<file path="config.mk">
export PLATFORM = sky130hd
export DESIGN_NAME = e1oh_top
export DESIGN_NICKNAME = d
export VERILOG_FILES = /design/src/e1oh_pkg.sv /design/src/e1oh_top.sv
export VERILOG_INCLUDE_DIRS = /design/src
export SDC_FILE = /design/constraint.sdc
export NUM_CORES = 1
export LEC_CHECK = 0
export BUFFER_PORTS_ARGS = -buffer_cell sky130_fd_sc_hd__clkbuf_2
export CAP_MARGIN = 25
export CORE_MARGIN = 3
export CORE_UTILIZATION = 62
export DETAILED_ROUTE_END_ITERATION = 7
export PLACE_DENSITY = 0.83
export SLEW_MARGIN = 20
export SYNTH_ARGS = -nofsm -noshare
export SYNTH_HDL_FRONTEND = slang
export SYNTH_SLANG_ARGS = --single-unit
export TNS_END_PERCENT = 30
</file>
<file path="constraint.sdc">
create_clock -name clk_sys -period 4.4 [get_ports clk_sys]
set_input_delay 0.88 -clock clk_sys [delete_from_list [all_inputs] [get_ports clk_sys]]
set_output_delay 0.88 -clock clk_sys [all_outputs]
set_load 0.05 [all_outputs]
</file>
<file path="src/e1oh_cfg.svh">
// e1oh_cfg.svh: offsets, field positions, reset values and frame positions of the overhead block
// assumes inclusion by the design file and the test bench; holds definitions, no logic
`ifndef E1OH_CFG_SVH
`define E1OH_CFG_SVH
`define E1OH_OFS_CTRL_A     8'hB0
`define E1OH_OFS_CTRL_B     8'hB1
`define E1OH_OFS_BUF_B      8'hB2
`define E1OH_OFS_BUF_A      8'hB4
`define E1OH_OFS_E_CNT      8'h83
`define E1OH_OFS_CRC_CNT    8'h84
`define E1OH_OFS_CODE       8'h85
`define E1OH_OFS_MON0       8'h86
`define E1OH_RST_REG        8'h00
`define E1OH_A_SA4          0
`define E1OH_A_SA5          1
`define E1OH_A_SA6          2
`define E1OH_A_SA7          4
`define E1OH_A_SA8          5
`define E1OH_A_EMODE        7:6
`define E1OH_B_EN           0
`define E1OH_B_SYNCDIS      1
`define E1OH_B_CRCSRC       3:2
`define E1OH_B_AMODE        4
`define E1OH_B_AIS          5
`define E1OH_B_ECLR         6
`define E1OH_B_CRCCLR       7
`define E1OH_BB_SA4         0
`define E1OH_BB_SA7         1
`define E1OH_BB_SA8         2
`define E1OH_BB_MASK_A      4
`define E1OH_BB_MASK_SA5    5
`define E1OH_BB_MASK_SA6    6
`define E1OH_BA_E1          0
`define E1OH_BA_E2          1
`define E1OH_BA_A           2
`define E1OH_BA_SA5         3
`define E1OH_FR_E1          4'hD
`define E1OH_FR_E2          4'hF
`define E1OH_FR_MFAS_LAST   4'hB
`define E1OH_FR_AFTER_LOCK  4'hC
`define E1OH_MFAS_PAT       6'h0B
`define E1OH_CODE_RUN       3'h7
`endif

</file>
<file path="src/e1oh_pkg.sv">
// e1oh_pkg.sv: types of the overhead block
// assumes nothing of its surroundings
package e1oh_pkg;
  typedef enum logic [1:0] {SYNC_SYNC_SEARCH_STATE = 2'b01, SYNC_LOCK = 2'b10} e1oh_sync_e;
  typedef enum logic [1:0] {CRC_PASS = 2'h0, CRC_ONES = 2'h1, CRC_CALC = 2'h2, CRC_BAD = 2'h3} e1oh_crc_e;
  typedef enum logic [1:0] {EB_PASS = 2'h0, EB_BUF = 2'h1, EB_AUTO = 2'h2, EB_BAD = 2'h3} e1oh_ebit_e;
endpackage : e1oh_pkg

</file>
<file path="src/e1oh_top.sv">
// e1oh_top.sv: e1 overhead insertion toward the pcm side, multiframe sync, crc and code detection
// assumes mpu strobes on clk_sys; link clock, data and sync pins are asynchronous
// Functional notes
// - auto E-bit: 0 after CRC fail, else 1
// - settings apply at next multiframe start only
// - enable bit switches overhead insertion, alarm fill, counters and code detection; sync and CRC fail flags run regardless
// - sync enabled: sync_search_state, sync input marks frames
// - sync disabled: sync input marks multiframes
// - CRC counter held clear while clear bit set
// - buffer bit used only when mode selects
// - code detected after 7 unchanged multiframes
// - per-field masks qualify code detection
// - buffer b low bits feed Sa4 Sa7 Sa8
// - buffer a used in odd frames only
// - buffered E1 goes into frame 13
// - buffered E2 goes into frame 15
// - buffered A-bit into every odd frame
// - Sa6 bits into frame pairs 1/9..7/15
// - E counter wraps at 255, own clear
// - spare mode 0 passes, 1 inserts buffer
`timescale 1ns/1ps
`default_nettype none
`include "e1oh_cfg.svh"

module e1oh_fifo #(
  parameter int WIDTH = 1,
  parameter int DEPTH = 16
) (
  input  wire logic             clk_sys,
  input  wire logic             reset_n,
  input  wire logic             in_valid,
  output logic                  in_ready,
  input  wire logic [WIDTH-1:0] in_data,
  output logic                  out_valid,
  input  wire logic             out_ready,
  output logic      [WIDTH-1:0] out_data
);
  localparam int AW = $clog2(DEPTH);
  logic [WIDTH-1:0] mem_q [DEPTH];
  logic [AW:0]      wr_q;
  logic [AW:0]      rd_q;

  assign in_ready  = !((wr_q[AW] != rd_q[AW]) && (wr_q[AW-1:0] == rd_q[AW-1:0]));
  assign out_valid = (wr_q != rd_q);
  assign out_data  = mem_q[rd_q[AW-1:0]];

  always_ff @(posedge clk_sys) begin
    if (in_valid && in_ready) begin
      mem_q[wr_q[AW-1:0]] <= in_data;
    end
  end

  always_ff @(posedge clk_sys or negedge reset_n) begin
    if (!reset_n) begin
      wr_q <= '0;
      rd_q <= '0;
    end else begin
      if (in_valid && in_ready) begin
        wr_q <= wr_q + 1'b1;
      end
      if (out_valid && out_ready) begin
        rd_q <= rd_q + 1'b1;
      end
    end
  end
endmodule : e1oh_fifo

module e1oh_top (
  input  wire logic       clk_sys,
  input  wire logic       reset_n,
  input  wire logic [7:0] mpu_addr,
  input  wire logic [7:0] mpu_wdata,
  input  wire logic       mpu_wr,
  input  wire logic       mpu_rd,
  output logic      [7:0] mpu_rdata,
  input  wire logic       pcm_link_clk,
  input  wire logic       hdsl_rx_data,
  input  wire logic       receive_multiframe_sync_in,
  output logic            pcm_tx_data,
  output logic            multiframe_locked,
  output logic            inband_code_detect,
  output logic            stream_overflow
);
  logic [1:0]  clk_s_q;
  logic [1:0]  dat_s_q;
  logic [1:0]  syn_s_q;
  logic        clk_d_q;
  logic        rise;
  logic        fall;
  logic        rx_bit;
  logic        sync_s;
  logic [7:0]  ctrl_a_q;
  logic [7:0]  ctrl_b_q;
  logic [7:0]  buf_b_q;
  logic [7:0]  buf_a_q;
  logic [7:0]  act_a_q;
  logic [7:0]  act_b_q;
  logic [7:0]  act_bb_q;
  logic [7:0]  act_ba_q;
  logic [2:0]  bit_q;
  logic [4:0]  slot_q;
  logic [3:0]  frame_q;
  logic [2:0]  cur_bit;
  logic [4:0]  cur_slot;
  logic [3:0]  cur_frame;
  logic        mf_mark;
  logic        fr_mark;
  logic        frame_end;
  logic        mf_end;
  logic        smf_end;
  logic        aligned;
  logic        oh_slot;
  logic        c_pos;
  logic [11:0] hist_q;
  logic        mfas_ok;
  logic        lock_hit;
  e1oh_pkg::e1oh_sync_e state_q;
  logic [3:0]  crc_rx_run_q;
  logic [3:0]  crc_rx_q;
  logic [3:0]  crc_tx_run_q;
  logic [3:0]  crc_tx_q;
  logic [3:0]  c_rx_q;
  logic [1:0]  fail_q;
  logic        mismatch;
  logic [7:0]  crc_cnt_q;
  logic [7:0]  e_cnt_q;
  logic        ob;
  logic        ebit;
  logic        pend_q;
  logic        pend_bit_q;
  logic        ovf_q;
  logic        fifo_in_ready;
  logic        fifo_out_valid;
  logic        fifo_out_data;
  logic        ib_a_q;
  logic        ib_sa5_q;
  logic [3:0]  ib_sa6_q;
  logic [5:0]  ib_prev_q;
  logic [5:0]  ib_new;
  logic        ib_same;
  logic [2:0]  ib_cnt_q;
  logic        det_q;
  logic [7:0]  code_q;
  logic        tx_q;
  logic [7:0]  rdata_q;

  function automatic logic [3:0] crc4_step(input logic [3:0] c, input logic d);
    logic fb;
    fb = c[3] ^ d;
    return {c[2:0], 1'b0} ^ {2'h0, fb, fb};
  endfunction : crc4_step

  // link pins pass two flops; edges are found on the second stage only
  always_ff @(posedge clk_sys or negedge reset_n) begin
    if (!reset_n) begin
      clk_s_q <= 2'h0;
      dat_s_q <= 2'h0;
      syn_s_q <= 2'h0;
      clk_d_q <= 1'b0;
    end else begin
      clk_s_q <= {clk_s_q[0], pcm_link_clk};
      dat_s_q <= {dat_s_q[0], hdsl_rx_data};
      syn_s_q <= {syn_s_q[0], receive_multiframe_sync_in};
      clk_d_q <= clk_s_q[1];
    end
  end
  assign rise   = clk_s_q[1] & ~clk_d_q;
  assign fall   = ~clk_s_q[1] & clk_d_q;
  assign rx_bit = dat_s_q[1];
  assign sync_s = syn_s_q[1];

  // software copies; readback always shows these, not the active set
  always_ff @(posedge clk_sys or negedge reset_n) begin
    if (!reset_n) begin
      ctrl_a_q <= `E1OH_RST_REG;
      ctrl_b_q <= `E1OH_RST_REG;
      buf_b_q  <= `E1OH_RST_REG;
      buf_a_q  <= `E1OH_RST_REG;
    end else if (mpu_wr) begin
      case (mpu_addr)
        `E1OH_OFS_CTRL_A: ctrl_a_q <= mpu_wdata;
        `E1OH_OFS_CTRL_B: ctrl_b_q <= mpu_wdata;
        `E1OH_OFS_BUF_B:  buf_b_q  <= mpu_wdata;
        `E1OH_OFS_BUF_A:  buf_a_q  <= mpu_wdata;
        default: ;
      endcase
    end
  end

  // a write landing in the boundary cycle waits one more multiframe
  always_ff @(posedge clk_sys or negedge reset_n) begin
    if (!reset_n) begin
      act_a_q  <= `E1OH_RST_REG;
      act_b_q  <= `E1OH_RST_REG;
      act_bb_q <= `E1OH_RST_REG;
      act_ba_q <= `E1OH_RST_REG;
    end else if (mf_end) begin
      act_a_q  <= ctrl_a_q;
      act_b_q  <= ctrl_b_q;
      act_bb_q <= buf_b_q;
      act_ba_q <= buf_a_q;
    end
  end

  assign mf_mark   = act_b_q[`E1OH_B_SYNCDIS] & sync_s;
  assign fr_mark   = ~act_b_q[`E1OH_B_SYNCDIS] & sync_s;
  assign cur_bit   = (mf_mark || fr_mark) ? 3'h0 : bit_q;
  assign cur_slot  = (mf_mark || fr_mark) ? 5'h00 : slot_q;
  assign cur_frame = mf_mark ? 4'h0 : frame_q;
  assign frame_end = rise & (cur_slot == 5'h1F) & (cur_bit == 3'h7);
  assign mf_end    = frame_end & (cur_frame == 4'hF);
  assign smf_end   = frame_end & (cur_frame[2:0] == 3'h7);
  assign aligned   = act_b_q[`E1OH_B_SYNCDIS] | (state_q == e1oh_pkg::SYNC_LOCK);
  assign oh_slot   = act_b_q[`E1OH_B_EN] & aligned & (cur_slot == 5'h00);
  assign c_pos     = (cur_slot == 5'h00) & ~cur_frame[0] & (cur_bit == 3'h0);
  assign mfas_ok   = {hist_q[10], hist_q[8], hist_q[6], hist_q[4], hist_q[2], hist_q[0]} == `E1OH_MFAS_PAT;
  assign lock_hit  = frame_end & ~act_b_q[`E1OH_B_SYNCDIS] & (state_q == e1oh_pkg::SYNC_SYNC_SEARCH_STATE) & mfas_ok;

  always_ff @(posedge clk_sys or negedge reset_n) begin
    if (!reset_n) begin
      bit_q   <= 3'h0;
      slot_q  <= 5'h00;
      frame_q <= 4'h0;
    end else if (rise) begin
      bit_q  <= cur_bit + 3'h1;
      slot_q <= (cur_bit == 3'h7) ? cur_slot + 5'h01 : cur_slot;
      if (lock_hit) begin
        frame_q <= `E1OH_FR_AFTER_LOCK;
      end else begin
        frame_q <= frame_end ? cur_frame + 4'h1 : cur_frame;
      end
    end
  end

  // bit 1 of slot 0 per frame; alignment word sits in the odd frames
  always_ff @(posedge clk_sys or negedge reset_n) begin
    if (!reset_n) begin
      hist_q <= 12'h000;
    end else if (rise && cur_slot == 5'h00 && cur_bit == 3'h0) begin
      hist_q <= {hist_q[10:0], rx_bit};
    end
  end

  always_ff @(posedge clk_sys or negedge reset_n) begin
    if (!reset_n) begin
      state_q <= e1oh_pkg::SYNC_SYNC_SEARCH_STATE;
    end else if (act_b_q[`E1OH_B_SYNCDIS]) begin
      state_q <= e1oh_pkg::SYNC_SYNC_SEARCH_STATE;
    end else if (lock_hit) begin
      state_q <= e1oh_pkg::SYNC_LOCK;
    end else if (frame_end && state_q == e1oh_pkg::SYNC_LOCK && cur_frame == `E1OH_FR_MFAS_LAST && !mfas_ok) begin
      state_q <= e1oh_pkg::SYNC_SYNC_SEARCH_STATE;
    end
  end
  assign multiframe_locked = (state_q == e1oh_pkg::SYNC_LOCK);

  // check bits are zeroed in the sum, as the far end computes them
  assign mismatch = (c_rx_q != crc_rx_q);
  always_ff @(posedge clk_sys or negedge reset_n) begin
    if (!reset_n) begin
      crc_rx_run_q <= 4'h0;
      crc_rx_q     <= 4'h0;
      crc_tx_run_q <= 4'h0;
      crc_tx_q     <= 4'h0;
      c_rx_q       <= 4'h0;
      fail_q       <= 2'h0;
    end else if (rise && aligned) begin
      crc_rx_run_q <= smf_end ? 4'h0 : crc4_step(crc_rx_run_q, rx_bit & ~c_pos);
      crc_tx_run_q <= smf_end ? 4'h0 : crc4_step(crc_tx_run_q, ob & ~c_pos);
      if (c_pos) begin
        c_rx_q[~cur_frame[2:1]] <= rx_bit;
      end
      if (smf_end) begin
        crc_rx_q <= crc4_step(crc_rx_run_q, rx_bit);
        crc_tx_q <= crc4_step(crc_tx_run_q, ob);
        fail_q[cur_frame[3]] <= mismatch;
      end
    end
  end

  always_ff @(posedge clk_sys or negedge reset_n) begin
    if (!reset_n) begin
      crc_cnt_q <= 8'h00;
    end else if (act_b_q[`E1OH_B_CRCCLR]) begin
      crc_cnt_q <= 8'h00;
    end else if (smf_end && aligned && act_b_q[`E1OH_B_EN] && mismatch) begin
      crc_cnt_q <= crc_cnt_q + 8'h01;
    end
  end

  // 8-bit counter wraps from 255 to 0 by itself
  always_ff @(posedge clk_sys or negedge reset_n) begin
    if (!reset_n) begin
      e_cnt_q <= 8'h00;
    end else if (act_b_q[`E1OH_B_ECLR]) begin
      e_cnt_q <= 8'h00;
    end else if (rise && oh_slot && cur_bit == 3'h0 && (cur_frame == `E1OH_FR_E1 || cur_frame == `E1OH_FR_E2) && !rx_bit) begin
      e_cnt_q <= e_cnt_q + 8'h01;
    end
  end

  always_comb begin
    ebit = rx_bit;
    if (cur_frame == `E1OH_FR_E1 || cur_frame == `E1OH_FR_E2) begin
      unique case (e1oh_pkg::e1oh_ebit_e'(act_a_q[`E1OH_A_EMODE]))
        e1oh_pkg::EB_BUF:  ebit = cur_frame[1] ? act_ba_q[`E1OH_BA_E2] : act_ba_q[`E1OH_BA_E1];
        e1oh_pkg::EB_AUTO: ebit = ~fail_q[cur_frame[1]];
        e1oh_pkg::EB_PASS: ebit = rx_bit;
        e1oh_pkg::EB_BAD:  ebit = rx_bit;
      endcase
    end
  end

  // processing off leaves the stream untouched, alarm fill included
  always_comb begin
    ob = rx_bit;
    if (act_b_q[`E1OH_B_EN] && cur_slot != 5'h00 && act_b_q[`E1OH_B_AIS]) begin
      ob = 1'b1;
    end else if (oh_slot && cur_frame[0]) begin
      unique case (cur_bit)
        3'h0: ob = ebit;
        3'h1: ob = rx_bit;
        3'h2: ob = act_b_q[`E1OH_B_AMODE] ? act_ba_q[`E1OH_BA_A] : rx_bit;
        3'h3: ob = act_a_q[`E1OH_A_SA4] ? act_bb_q[`E1OH_BB_SA4] : rx_bit;
        3'h4: ob = act_a_q[`E1OH_A_SA5] ? act_ba_q[`E1OH_BA_SA5] : rx_bit;
        3'h5: ob = act_a_q[`E1OH_A_SA6] ? act_ba_q[{1'b1, cur_frame[2:1]}] : rx_bit;
        3'h6: ob = act_a_q[`E1OH_A_SA7] ? act_bb_q[`E1OH_BB_SA7] : rx_bit;
        3'h7: ob = act_a_q[`E1OH_A_SA8] ? act_bb_q[`E1OH_BB_SA8] : rx_bit;
      endcase
    end else if (oh_slot && c_pos) begin
      unique case (e1oh_pkg::e1oh_crc_e'(act_b_q[`E1OH_B_CRCSRC]))
        e1oh_pkg::CRC_ONES: ob = 1'b1;
        e1oh_pkg::CRC_CALC: ob = crc_tx_q[~cur_frame[2:1]];
        e1oh_pkg::CRC_PASS: ob = rx_bit;
        e1oh_pkg::CRC_BAD:  ob = rx_bit;
      endcase
    end
  end

  // one-bit holding stage; a stalled fifo drops the held bit and flags it
  always_ff @(posedge clk_sys or negedge reset_n) begin
    if (!reset_n) begin
      pend_q     <= 1'b0;
      pend_bit_q <= 1'b0;
      ovf_q      <= 1'b0;
    end else begin
      if (rise) begin
        pend_q     <= 1'b1;
        pend_bit_q <= ob;
      end else if (fifo_in_ready) begin
        pend_q <= 1'b0;
      end
      if (rise && pend_q && !fifo_in_ready) begin
        ovf_q <= 1'b1;
      end else if (mpu_rd && mpu_addr == `E1OH_OFS_MON0) begin
        ovf_q <= 1'b0;
      end
    end
  end
  assign stream_overflow = ovf_q;

  e1oh_fifo #(
    .WIDTH (1),
    .DEPTH (16)
  ) u_fifo (
    .clk_sys   (clk_sys),
    .reset_n   (reset_n),
    .in_valid  (pend_q),
    .in_ready  (fifo_in_ready),
    .in_data   (pend_bit_q),
    .out_valid (fifo_out_valid),
    .out_ready (fall),
    .out_data  (fifo_out_data)
  );

  always_ff @(posedge clk_sys or negedge reset_n) begin
    if (!reset_n) begin
      tx_q <= 1'b0;
    end else if (fall && fifo_out_valid) begin
      tx_q <= fifo_out_data;
    end
  end
  assign pcm_tx_data = tx_q;

  assign ib_new  = {ib_sa6_q, ib_sa5_q, ib_a_q};
  assign ib_same = (!act_bb_q[`E1OH_BB_MASK_A] || ib_new[0] == ib_prev_q[0]) &&
                   (!act_bb_q[`E1OH_BB_MASK_SA5] || ib_new[1] == ib_prev_q[1]) &&
                   (!act_bb_q[`E1OH_BB_MASK_SA6] || ib_new[5:2] == ib_prev_q[5:2]);
  always_ff @(posedge clk_sys or negedge reset_n) begin
    if (!reset_n) begin
      ib_a_q    <= 1'b0;
      ib_sa5_q  <= 1'b0;
      ib_sa6_q  <= 4'h0;
      ib_prev_q <= 6'h00;
      ib_cnt_q  <= 3'h0;
      det_q     <= 1'b0;
      code_q    <= 8'h00;
    end else begin
      if (rise && oh_slot && cur_frame[0]) begin
        if (cur_bit == 3'h2 && cur_frame == 4'hF) begin
          ib_a_q <= rx_bit;
        end
        if (cur_bit == 3'h4 && cur_frame == 4'hF) begin
          ib_sa5_q <= rx_bit;
        end
        if (cur_bit == 3'h5 && !cur_frame[3]) begin
          ib_sa6_q[cur_frame[2:1]] <= rx_bit;
        end
      end
      // the boundary lies in slot 31, so it cannot sit under the slot 0 gate
      if (mf_end && act_b_q[`E1OH_B_EN] && aligned) begin
        ib_prev_q <= ib_new;
        ib_cnt_q  <= !ib_same ? 3'h0 : (ib_cnt_q == `E1OH_CODE_RUN) ? ib_cnt_q : ib_cnt_q + 3'h1;
        det_q     <= ib_same && ib_cnt_q >= (`E1OH_CODE_RUN - 3'h1);
        if (ib_same && ib_cnt_q >= (`E1OH_CODE_RUN - 3'h1)) begin
          code_q <= {ib_new[5:2], 2'h0, ib_new[1:0]};
        end
      end
    end
  end
  assign inband_code_detect = det_q;

  always_ff @(posedge clk_sys or negedge reset_n) begin
    if (!reset_n) begin
      rdata_q <= 8'h00;
    end else if (mpu_rd) begin
      case (mpu_addr)
        `E1OH_OFS_CTRL_A:  rdata_q <= ctrl_a_q;
        `E1OH_OFS_CTRL_B:  rdata_q <= ctrl_b_q;
        `E1OH_OFS_BUF_B:   rdata_q <= buf_b_q;
        `E1OH_OFS_BUF_A:   rdata_q <= buf_a_q;
        `E1OH_OFS_E_CNT:   rdata_q <= e_cnt_q;
        `E1OH_OFS_CRC_CNT: rdata_q <= crc_cnt_q;
        `E1OH_OFS_CODE:    rdata_q <= code_q;
        `E1OH_OFS_MON0:    rdata_q <= {multiframe_locked, 3'h0, ovf_q, 1'b0, fail_q[1], fail_q[0]};
        default:           rdata_q <= 8'h00;
      endcase
    end
  end
  assign mpu_rdata = rdata_q;
endmodule : e1oh_top
`default_nettype wire
</file>
Word-level counts from Yosys, hierarchy flattened
Memories as Yosys holds them, arrays and structs flattened. A register that Yosys moved wholly into a read port is not among the register bits.
Cells that the tools add are included.
{"block": "op_classes", "n_addsub": 8, "mul": 0, "div_mod_pow": 0, "order_cmp": 9, "eq_ne": 39, "n_shift": 0, "muxes": 53, "bitwise_logic": 33, "reduce_logical": 70}
{"operator": "8-bit == test, second input constant", "n": 8}
{"operator": "8-bit one-hot mux with 8 select lines", "n": 1}
{"operator": "1-bit logical AND", "n": 35}
{"operator": "8-bit 2-to-1 mux", "n": 4}
{"operator": "1-bit 2-to-1 mux", "n": 24}
{"operator": "2-bit AND reduction", "n": 11}
{"operator": "4-bit 2-to-1 mux", "n": 5}
{"operator": "3-bit == test, second input constant", "n": 6}
{"operator": "1-bit AND", "n": 17}
{"operator": "8-bit by 1-bit adder with 8-bit output, second input constant", "n": 2}
{"operator": "4-bit by 2-bit bitwise XOR with 4-bit output", "n": 4}
{"operator": "5-bit by 1-bit adder with 5-bit output, second input constant", "n": 3}
{"operator": "4-bit == test, second input constant", "n": 3}
{"operator": "2-bit == test, second input constant", "n": 5}
{"operator": "5-bit 2-to-1 mux", "n": 2}
{"operator": "3-bit 2-to-1 mux", "n": 3}
{"operator": "4-bit bitwise mux", "n": 2}
{"operator": "4-bit == test", "n": 2}
{"operator": "1-bit logical NOT", "n": 8}
{"operator": "1-bit one-hot mux with 8 select lines", "n": 1}
{"operator": "3-bit by 1-bit adder with 3-bit output, second input constant", "n": 2}
{"operator": "2-bit by 1-bit == test with 1-bit output, second input constant", "n": 3}
{"operator": "3-bit by 2-bit == test with 1-bit output, second input constant", "n": 2}
{"operator": "6-bit by 4-bit == test with 1-bit output, second input constant", "n": 1}
{"operator": "32 further kinds", "n": 58}
{"block": "totals", "register_bits": 176, "latch_bits": 0, "mem_bits_rw": 16, "rom_bits": 0, "in_bits": 23, "out_inout_bits": 12, "word_cells": 251, "n_memories": 1}
{"memory": "u_fifo.mem_q", "words": 16, "width": 1, "read_ports": 1, "rd_ports_with_merged_regs": 1, "write_ports": 1, "line": "e1oh_top.sv:39", "rtl": "logic [WIDTH-1:0] mem_q [DEPTH];"}

Depth between registers and ports, before layout
Gate-level depths: netlist (run 1).
{"block": "depth", "depth_word": 15, "depth_mapped": 15, "mapped_depth_nobuf": 12}

By module
From an unflattened synthesis (run 1), not the netlist that was laid out.
{"block": "unflattened", "hier_cells": 812, "area_unflattened_um2": 9361.5}
{"module": "e1oh_top", "instances": 1, "cells_per_inst": 693, "area_per_inst_um2": 7993.9, "seq_area_each_um2": 4130.2}
{"module": "e1oh_fifo", "instances": 1, "cells_per_inst": 119, "area_per_inst_um2": 1367.6, "seq_area_each_um2": 730.7}

Worst setup path after synthesis (run 1)
No wires, ideal clock.
{"block": "synth_path", "path_kind": "register to register", "start": "register syn_s_q[1]", "end": "register code_q[0]", "setup_time_ns": 0.125, "arrival_time_ns": 3.161, "t_required_ns": 4.275, "path_slack_ns": 1.114, "path_stages_with_launch": 15, "path_buffers": 4, "period_less_slack_ns": 3.286, "path_cell_list": "dfrtp_1 > buf_6 > clkbuf_1 > nand2b_1 > inv_1 > ha_1 > and4b_1 > ha_1 > and4b_1 > clkbuf_1 > nand4_1 > or2_2 > clkbuf_1 > nor3_2 > mux2_2"}
{"block": "synth_between", "elab_chain_len": 10, "word_cells_on_any_way": 15, "classes_between": "eq/ne (3); mux (3); bitwise (5); reduce/logical (4)"}
{"item": "start: declaration", "line": "e1oh_top.sv:86", "rtl": "logic [1:0] syn_s_q;"}
{"item": "start signal: assignment", "line": "e1oh_top.sv:163", "rtl": "syn_s_q <= {syn_s_q[0], receive_multiframe_sync_in};"}
{"item": "1-bit AND (on tied branches)", "line": "e1oh_top.sv:205, e1oh_top.sv:206"}
{"item": "1-bit logical OR", "line": "e1oh_top.sv:207, e1oh_top.sv:208"}
{"item": "5-bit 2-to-1 mux", "line": "e1oh_top.sv:208", "rtl": "assign cur_slot = (mf_mark || fr_mark) ? 5'h00 : slot_q;"}
{"item": "5-bit == test", "line": "e1oh_top.sv:210", "rtl": "assign frame_end = rise & (cur_slot == 5'h1F) & (cur_bit == 3'h7);"}
{"item": "1-bit AND (2 in series)", "line": "e1oh_top.sv:210"}
{"item": "1-bit AND (*)", "line": "e1oh_top.sv:211", "rtl": "assign mf_end = frame_end & (cur_frame == 4'hF);"}
{"item": "1-bit logical AND (*) (2 in series)", "line": "e1oh_top.sv:411", "rtl": "if (mf_end && act_b_q[`E1OH_B_EN] && aligned) begin"}
{"item": "2-bit AND reduction (no line) (*)"}
{"item": "end signal: assignment", "line": "e1oh_top.sv:416", "rtl": "code_q <= {ib_new[5:2], 2'h0, ib_new[1:0]};"}
{"item": "end: declaration", "line": "e1oh_top.sv:143", "rtl": "logic [7:0] code_q;"}
Every way passes the cells marked *; elsewhere a longest branch is shown, timed or not.
A chain may end at the register's enable or synchronous reset.

Worst setup path after layout (run 1)
Same ends and word-level chain as after synthesis.

==> results of run 1 <==
per-stage QoR:
| stage | setup slack (ns) | hold slack (ns) | util [%] | power [mW] |
|---|---|---|---|---|
| 3_5_place_dp | 0.844 | 0.336 | 66.9 | 2.55 |
| 4_1_cts | 0.820 | 0.355 | 71.1 | 4.11 |
| 6_report | 0.778 | 0.352 | 71.2 | 4.09 |
| 2_1_floorplan | 1.11 | 0.331 | - | 2.39 |
| 3_3_place_gp | 1.04 | 0.332 | 66.9 | 2.51 |
| 5_1_grt | 0.599 | 0.368 | 71.2 | 4.26 |
per-layer routing:
layer / track usage (%) / vias to the layer above / routed length [um]
met5: 0 / - / 0
met4: 8.83 / 0 / 414
met3: 6.27 / 31 / 1280
met2: 42.1 / 228 / 9860
met1: 35.0 / 3131 / 8580
li1: - / 2869 / -
cells by family after synthesis:
kind of cell	after synthesis	share of synthesized area, %
compound gates	111	8.84
xor+xnor	46	4.42
fa+ha+maj	25	3.43
buf+inv	59	2.71
flops	191	53.3
mux	117	15.1
simple gates	227	12.2
final timing paths:
path / start / end / cells after the start
setup reg to reg: syn_s_q[1] / code_q[0] / 8
setup / recovery: syn_s_q[1] / code_q[0] / 8
hold / removal: dat_s_q[0] / dat_s_q[1] / 0
max in group asynchronous: reset_n / mpu_rdata[0] / 2
hold reg to reg: dat_s_q[0] / dat_s_q[1] / 0
min in group asynchronous: reset_n / slot_q[4] / 1
area by class of cell:
class                           count  area, um^2
Clock buffer                       19         453
Sequential cell                   191        4860
Timing Repair Buffer               45         269
Inverter                           27         101
Multi-Input combinational cell    526        4020
Tap cell                          180         225
Clock inverter                     13         146
Fill cell                         956        4080
sequential cells by signal, indices dropped and copies added, names as in the netlist, 8 cells and up:
register and cells:
act_ba_q 8, buf_b_q 8, act_b_q 8, mpu_rdata 8
e_cnt_q 8, ctrl_b_q 8, crc_cnt_q 8, u_fifo.mem_q 16
ctrl_a_q 8, buf_a_q 8, hist_q 11
power by group through the flow:
stage,combinational (mW),sequential [mW],clock [mW]
final,0.451,2.07,1.57
after global routing,0.498,2.09,1.67
after CTS,0.457,2.07,1.59
after detailed placement,0.450,2.10,0
after global placement,0.423,2.09,0
after floorplan,0.361,2.03,0
critical path, cell delays in order (launching register included):
cell     delay, ns
dfrtp_1       0.49
or2b_2        0.40
inv_1         0.20
ha_1          0.44
and4b_1       0.44
nand4_1       0.19
or2_2         0.44
nor3_2        0.49
mux2_2        0.40
layout by cell type, fill, tap and decap left out, drive strengths merged, types with 9 or more instances in the layout:
cell type and n:
dfrtp 174, mux2 102, nand2 80, nor2 52, clkbuf 52, inv 34, xor2 26, ha 25
o21ai 21, xnor2 20, edfxtp 16, nor3 15, a21oi 14, a22oi 12, nand3 12, buf 12
nand4 11, nand2b 10, o22ai 10, a22o 9, mux2i 9
==> flow_summary.toml, run 1 <==
[clocking]
h-tree-depth = 4
cts_setup_buffers = 0
cts-resized-gates = 0
clk_pin_slew_ns = 0.07
hold_buffers = 0
clk_latency_ns = 0.43
clock-sinks = 191
cts_buffer_depth = 2
cts_tree = "done"
cts_inserted_buffers = 17
cts_root_buf = "clkbuf_16"

[global_routing]
grt_use_total_pct = 26.1
grt_overflow_total = 0
antenna_found_initial = 0
grt_pass1_vias = 6354
grt_pass1_wl_mm = 32.9
grt_max_degree = 101

[route]
vias_per_cell = 6.25
antenna_left = 0
first_pass_iters = 5
routed_wl_mm = 20.1
vias = 6259
wl_per_cell_um = 20.1
drt_iter0_drc = 749
drc = 0

[synthesis]
netlist_top_cells_area = "dfrtp_1, mux2_2, edfxtp_1, ha_1, nand2_1"
synth_common_cells = "dfrtp_1, mux2_2, nand2_1"
ys_warn_count = 0
postSynthCellCount = 776
synth_cell_type_count = 66
synth_area_leader_cell = "dfrtp_1"
async_flop_share_pct = 91.6
post-synth-top-count-cell = "dfrtp_1"
yosysTopAreaCellShare_pct = 47.7
avgSynthCellArea_um2 = 11.8
syn-num-nets = 824
synth.ff_latch_count = 191
ys_seq_area_share_pct = 53.3
synthFlopType = "dfrtp_1"
synth_area_um2 = 9130
synth-edff-count = 16

[sta]
fmax_ghz = 0.276
slew_headroom_pct = 39.1
finalMaxSlewViolations = 0
skew_ns = 0.00869
period_minus_slack_ns = 3.62
period_share_pct = 82.3
setup_tns_ns = 0
worstMarginPinSlew_ns = 0.914
rsz0062_at_grt = "no"
hold_viol_final = 0
setup_viol_count_final = 0

[power]
power.density_nw_per_um2 = 406
netSwitchingFraction_pct = 26.6
p_sw_mw = 1.09
p_comb_share_pct = 11.0
ir_drop_v = 0.000292
pwr-share-clk_pct = 38.5
p_seq_share_pct = 50.5
leakage_nw = 4.75
p_int_mw = 3.00

[cells_and_area]
nets = 856
drive_above_1_share_pct = 23.8
final_area_um2 = 10100
area_growth_syn_to_layout_pct = 10.4
n_antenna_cell = 0
fin_cells = 1001

[run]
drv_cap = 0

[die]
num_rows = 43
io_pins = 35
coreArea_um2 = 14100
dieArea_um2 = 16200
initial_core_util_pct = 64.5
fp.dieW_um = 127
die_y_um = 127

[setup_path]
timing.critical_path.to_type = "flip-flop"
crit_required_ns = 4.72
reg2reg_slack_ns = 0.78
worst-setup-path-type = "flip-flop to flip-flop"
cp_max_fo = 12
arrival_ns = 3.94
start_kind = "flip-flop"

[place]
portBuffers = 34
place_congestion = 0.898
place_hpwl_mm = 14.3
place_inst = 968
postPlaceCellArea_um2 = 9470

[hold_path]
hold_class = "flip-flop to flip-flop"

[run_status]
run_status = "finished clean"
Note: power is estimated with default switching activity, not from simulation.
==> run 2, diff against run 1 <==
--- a/config.mk
+++ b/config.mk
@@ -9,9 +9,9 @@
 export BUFFER_PORTS_ARGS = -buffer_cell sky130_fd_sc_hd__clkbuf_2
 export CAP_MARGIN = 25
 export CORE_MARGIN = 3
-export CORE_UTILIZATION = 62
+export CORE_UTILIZATION = 56
 export DETAILED_ROUTE_END_ITERATION = 7
-export PLACE_DENSITY = 0.83
+export PLACE_DENSITY = 0.79
 export SLEW_MARGIN = 20
 export SYNTH_ARGS = -nofsm -noshare
 export SYNTH_HDL_FRONTEND = slang
==> constraint.sdc (replaced) <==
create_clock -name clk_sys -period 3.31 [get_ports clk_sys]
set_input_delay 0.662 -clock clk_sys [delete_from_list [all_inputs] [get_ports clk_sys]]
set_output_delay 0.662 -clock clk_sys [all_outputs]
set_load 0.05 [all_outputs]
==> run 2 against run 1 <==
Critical path depth grew 2. Utilization fell by 6.8 points. First-iteration DRC count down 28%. Sequential share of layout area is 0.89 points lower. Clock skew rose by 0.0023 ns. Sequential cell count unchanged. Die area increased by 10%. Power is 34% higher. Count of clock-buffer cells in the layout shrank 1. Critical path type unchanged. Largest cell class unchanged. Highest routed layer unchanged.
==> flow_summary.toml, run 2 (synthesis results as in run 1) <==
[run_status]
run_status = "finished clean"

[cells_and_area]
multiInputGateArea_um2 = 4020
nFillCells = 1201
area_growth_syn_to_layout_pct = 12.5
fin_cells = 1052
largest_reg_flops = 16
nets = 871
n_antenna_cell = 0
regArea_um2 = 4860
final_cell_mix = "dfrtp_1, mux2_2, nand2_1"
final_area_um2 = 10300
drive_above_1_share_pct = 25.2
layout_commonest_cell = "dfrtp_1"
final_util_pct = 64.4

[place]
postPlaceCellArea_um2 = 9630
place_hpwl_mm = 15.0
portBuffers = 34
place_ws_ns = 0.150
place_inst = 1020
place_congestion = 0.890

[route]
wl_met2_mm = 10.3
topRoutingLayerUsed = "met4"
vias = 6308
routed_wl_mm = 20.8
drt_iter0_drc = 536
wl_met3_mm = 1.07
wl_per_cell_um = 19.8
m1WireLength_mm = 8.98
first_pass_iters = 5
drc = 0
antenna_left = 0
vias_per_cell = 6.00

[setup_path]
slowest_stage = "dfrtp_2"
reg2reg_slack_ns = 0.21
crit_family = "simple AND/OR/NAND/NOR gates"
path_cells = "nand2b_1, inv_1, ha_1, and4b_1, ha_1, and4b_1, nand4_1, or2_2, nor3_4, mux2_2"
r2r_cells = 10
slowest_delay_ns = 0.48
timing.critical_path.to_type = "flip-flop"
cp_num_buf_inv = 1
reg2reg_from = "syn_s_q[1]"
crit_cells = 10
arrival_ns = 3.42
cp_max_fo = 13
worst-setup-path-type = "flip-flop to flip-flop"
start_kind = "flip-flop"
crit_required_ns = 3.63
crit_start = "syn_s_q[1]"
cp-endpoint = "code_q[6]"
r2r_end = "code_q[6]"

[global_routing]
grt_use_total_pct = 24.2
grt_pass1_wl_mm = 33.9
grt_max_degree = 69
grt_pass1_vias = 6392
antenna_found_initial = 0
grt_overflow_total = 0

[power]
power.density_nw_per_um2 = 534
leakage_nw = 4.84
ir_drop_v = 0.000415

[sta]
fmax_ghz = 0.323
finalMaxSlewViolations = 0
period_share_pct = 93.7
rsz0062_at_grt = "no"
hold_viol_final = 0
setup_viol_count_final = 0
skew_ns = 0.0110
setup_tns_ns = 0
setup_slack_ns = 0.210
worstMarginPinSlew_ns = 0.665
period_minus_slack_ns = 3.10
slew_headroom_pct = 55.6

[clocking]
cts_tree = "done"
clk_latency_ns = 0.43
h-tree-depth = 4
cts_buffer_depth = 2
clk_pin_slew_ns = 0.07
clock-sinks = 191
cts_inserted_buffers = 17
cts_root_buf = "clkbuf_16"
cts_setup_buffers = 0

[die]
io_pins = 35
num_rows = 46
initial_core_util_pct = 57.2
fp.dieW_um = 134
die_y_um = 134
dieArea_um2 = 17900
coreArea_um2 = 15900

[run]
drv_cap = 0

[hold_path]
hold_class = "input port to asynchronous set/reset pin"
## run 2: changes by cell type in the layout (fill, tap and decap cells not counted), sizes merged
cell / before / now
buf: 12 / 27
clkinv: 3 / 6
clkbuf: 52 / 51
clkinvlp: 1 / 0
inv: 34 / 33
## run 2: stage by stage
stage / hold WS, ns / total power [mW]
final: 0.236 / 5.48
after global routing: 0.282 / 5.71
after CTS: 0.255 / 5.52
after detailed placement: 0.340 / 3.39
after global placement: 0.334 / 3.35
after floorplan: 0.331 / 3.18
## run 2: worst reg2reg max path: stages (launching register included)
cell and delay, ns:
dfrtp_2 0.48, nand2b_1 0.20, inv_1 0.07, ha_1 0.20, and4b_1 0.22, ha_1 0.17
and4b_1 0.25, nand4_1 0.16, or2_2 0.46, nor3_4 0.38, mux2_2 0.39
## run 2: power by group
part           switching, mW  internal, mW  total, mW  leakage, nW
clock                  0.948          1.19       2.14        0.309
sequential             0.209          2.53       2.74         2.52
combinational          0.307         0.292      0.600         2.01
total                   1.46          4.01       5.48         4.84
## run 2: repair_timing
action / CTS / global route
hold buffers: 0 / 0
endpoints found under the setup margin: 0 / 8
gates resized for setup: 0 / 2
## run 2: area by class of cell
cell class	instances	area share, %
Sequential cell	191	47.4
Multi-Input combinational cell	526	39.2
Clock buffer	18	4.39
Timing Repair Buffer	60	3.74
Tap cell	216	2.63
Clock inverter	14	1.68
Inverter	27	0.987
## run 2: routing by layer
layer | track usage [%] | vias to the layer above
met5 | 0 | -
met4 | 6.91 | 0
met3 | 4.61 | 38
met2 | 39.7 | 212
met1 | 33.4 | 3185
li1 | - | 2873
## run 2: worst min-delay path by stage
| stage | cells after the start | slack, ns | start | end |
|---|---|---|---|---|
| after floorplan | 0 | 0.33 | clk_s_q[0] | clk_s_q[1] |
| after global placement | 0 | 0.33 | dat_s_q[0] | dat_s_q[1] |
| after detailed placement | 0 | 0.34 | clk_s_q[0] | clk_s_q[1] |
| after CTS | 1 | 0.26 | reset_n | crc_tx_q[1] |
| after global routing | 1 | 0.28 | reset_n | slot_q[1] |
| final | 1 | 0.24 | reset_n | crc_tx_q[1] |
==> run 3, diff against run 2 <==
--- a/config.mk
+++ b/config.mk
@@ -6,11 +6,11 @@
 export SDC_FILE = /design/constraint.sdc
 export NUM_CORES = 1
 export LEC_CHECK = 0
-export BUFFER_PORTS_ARGS = -buffer_cell sky130_fd_sc_hd__clkbuf_2
 export CAP_MARGIN = 25
 export CORE_MARGIN = 3
-export CORE_UTILIZATION = 56
+export CORE_UTILIZATION = 58
 export DETAILED_ROUTE_END_ITERATION = 7
+export DONT_BUFFER_PORTS = 1
 export PLACE_DENSITY = 0.79
 export SLEW_MARGIN = 20
 export SYNTH_ARGS = -nofsm -noshare
==> run 3 against run 2 <==
The flow now finishes with violations (hold timing). Sequential share of layout area grew 1.1 points. Clock skew grew 0.0027 ns. Clock power shrank 4%. Via count shrank 3.8%. Non-clock buffer count shrank 37. Utilization grew 1.1 points. Die area shrank 3.3%. Power shrank 2.9%. Sequential power is essentially flat. Largest power group unchanged.
==> flow_summary.toml, run 3 (synthesis results as in run 1) <==
[power]
p_seq_share_pct = 52.2
leakage_nw = 4.65
total_power_mw = 5.32
pwr-share-clk_pct = 38.6
ir_drop_v = 0.000507
p_comb_share_pct = 9.3
p_sw_mw = 1.36
p_int_mw = 3.96
power.density_nw_per_um2 = 531
netSwitchingFraction_pct = 25.5

[cells_and_area]
area_growth_syn_to_layout_pct = 9.83
final_area_um2 = 10000
largest_reg_flops = 16
fin_cells = 1009
nets = 834
final_cell_mix = "dfrtp_1, mux2_2, nand2_1"
nFillCells = 1162
regArea_um2 = 4860
n_antenna_cell = 0
drive_above_1_share_pct = 21.7
layout_commonest_cell = "dfrtp_1"
multiInputGateArea_um2 = 4030

[global_routing]
grt_use_total_pct = 23.6
grt_max_degree = 176
antenna_found_initial = 0
grt_pass1_vias = 6289
grt_pass1_wl_mm = 32.5
grt_overflow_total = 0

[clocking]
clk_pin_slew_ns = 0.07
cts_setup_buffers = 0
cts_tree = "done"
cts_buffer_depth = 2
clock-sinks = 191
cts_root_buf = "clkbuf_16"
h-tree-depth = 4
clk_latency_ns = 0.44
cts_inserted_buffers = 17

[setup_path]
r2r_cells = 11
timing.critical_path.to_type = "flip-flop"
crit_required_ns = 3.67
cp_max_fo = 13
arrival_ns = 3.57
start_kind = "flip-flop"
worst-setup-path-type = "flip-flop to flip-flop"

[sta]
hold_viol_final = 174
skew_ns = 0.0137
period_share_pct = 96.8
setup_tns_ns = 0
period_minus_slack_ns = 3.21
setup_slack_ns = 0.105
finalMaxSlewViolations = 0
whs_ns = -0.0807
fmax_ghz = 0.312
worstMarginPinSlew_ns = 0.680
slew_headroom_pct = 54.3
setup_viol_count_final = 0
rsz0062_at_grt = "no"

[die]
fp.dieW_um = 131
initial_core_util_pct = 59.6
io_pins = 35
num_rows = 45
coreArea_um2 = 15300
die_y_um = 131
dieArea_um2 = 17300

[route]
wl_per_cell_um = 19.6
first_pass_iters = 5
drc = 0
vias = 6071
routed_wl_mm = 19.8
drt_iter0_drc = 562
antenna_left = 0
vias_per_cell = 6.02

[hold_path]
hold_class = "input port to asynchronous set/reset pin"

[place]
place_inst = 978
place_ws_ns = 0.105
place_hpwl_mm = 14.4
portBuffers = 0
postPlaceCellArea_um2 = 9420
place_congestion = 0.918

[run_status]
violations = "hold timing"
run_status = "finished with violations"

[run]
drv_cap = 0
==> run 3: repair_timing <==
item	4_1_cts	5_1_grt
endpoints found under the setup margin	0	10
resized for setup	0	3
hold endpoints to repair	174	174
==> run 3: power by group through the flow <==
stage | logic, mW | registers (mW) | clock network (mW)
finish | 0.493 | 2.77 | 2.05
global route | 0.549 | 2.80 | 2.18
CTS | 0.498 | 2.77 | 2.08
detailed placement | 0.495 | 2.82 | 0
global placement | 0.464 | 2.80 | 0
floorplan | 0.479 | 2.70 | 0
==> run 3: final cells by class <==
class / instances / share of cell area, %
inverters: 27 / 1.01
well taps: 211 / 2.63
flip-flops and latches: 191 / 48.5
clock buffers: 22 / 4.94
multi-input cells: 526 / 40.2
clock inverters: 9 / 0.974
repair buffers: 23 / 1.72
==> run 3: worst paths after layout <==
check	from	to	slack, ns
worst max-delay path	syn_s_q[1]	crc_tx_run_q[1]	0.10
worst min-delay path	reset_n	crc_tx_q[0]	-0.08
worst max register to register	syn_s_q[1]	crc_tx_run_q[1]	0.10
worst min register to register	dat_s_q[0]	dat_s_q[1]	0.36
max in group asynchronous	reset_n	state_q[0]	3.08
min in group clk_sys	receive_multiframe_sync_in	syn_s_q[0]	0.25
==> run 3: routing by layer <==
layer	wire length [um]	GRT usage, %
met1	8480	30.7
met2	9510	38.4
met3	1380	7.12
met4	452	7.35
met5	0	0
==> run 3: per-stage QoR <==
step	hold WS (ns)	utilization, %
floorplan	0.331	-
global placement	0.332	61.5
detailed placement	0.337	61.5
CTS	-0.0859	65.4
global route	-0.0971	65.4
finish	-0.0807	65.4
==> run 3: worst max-delay path, cell delays in order, from the launching register on <==
cell      delay [ns]
dfrtp_1         0.51
buf_4           0.24
nand2_1         0.09
nand2_1         0.11
inv_1           0.21
ha_2            0.31
o211ai_1        0.12
or4b_1          0.55
a31oi_1         0.23
a211oi_2        0.16
or4b_1          0.49
o211ai_1        0.11
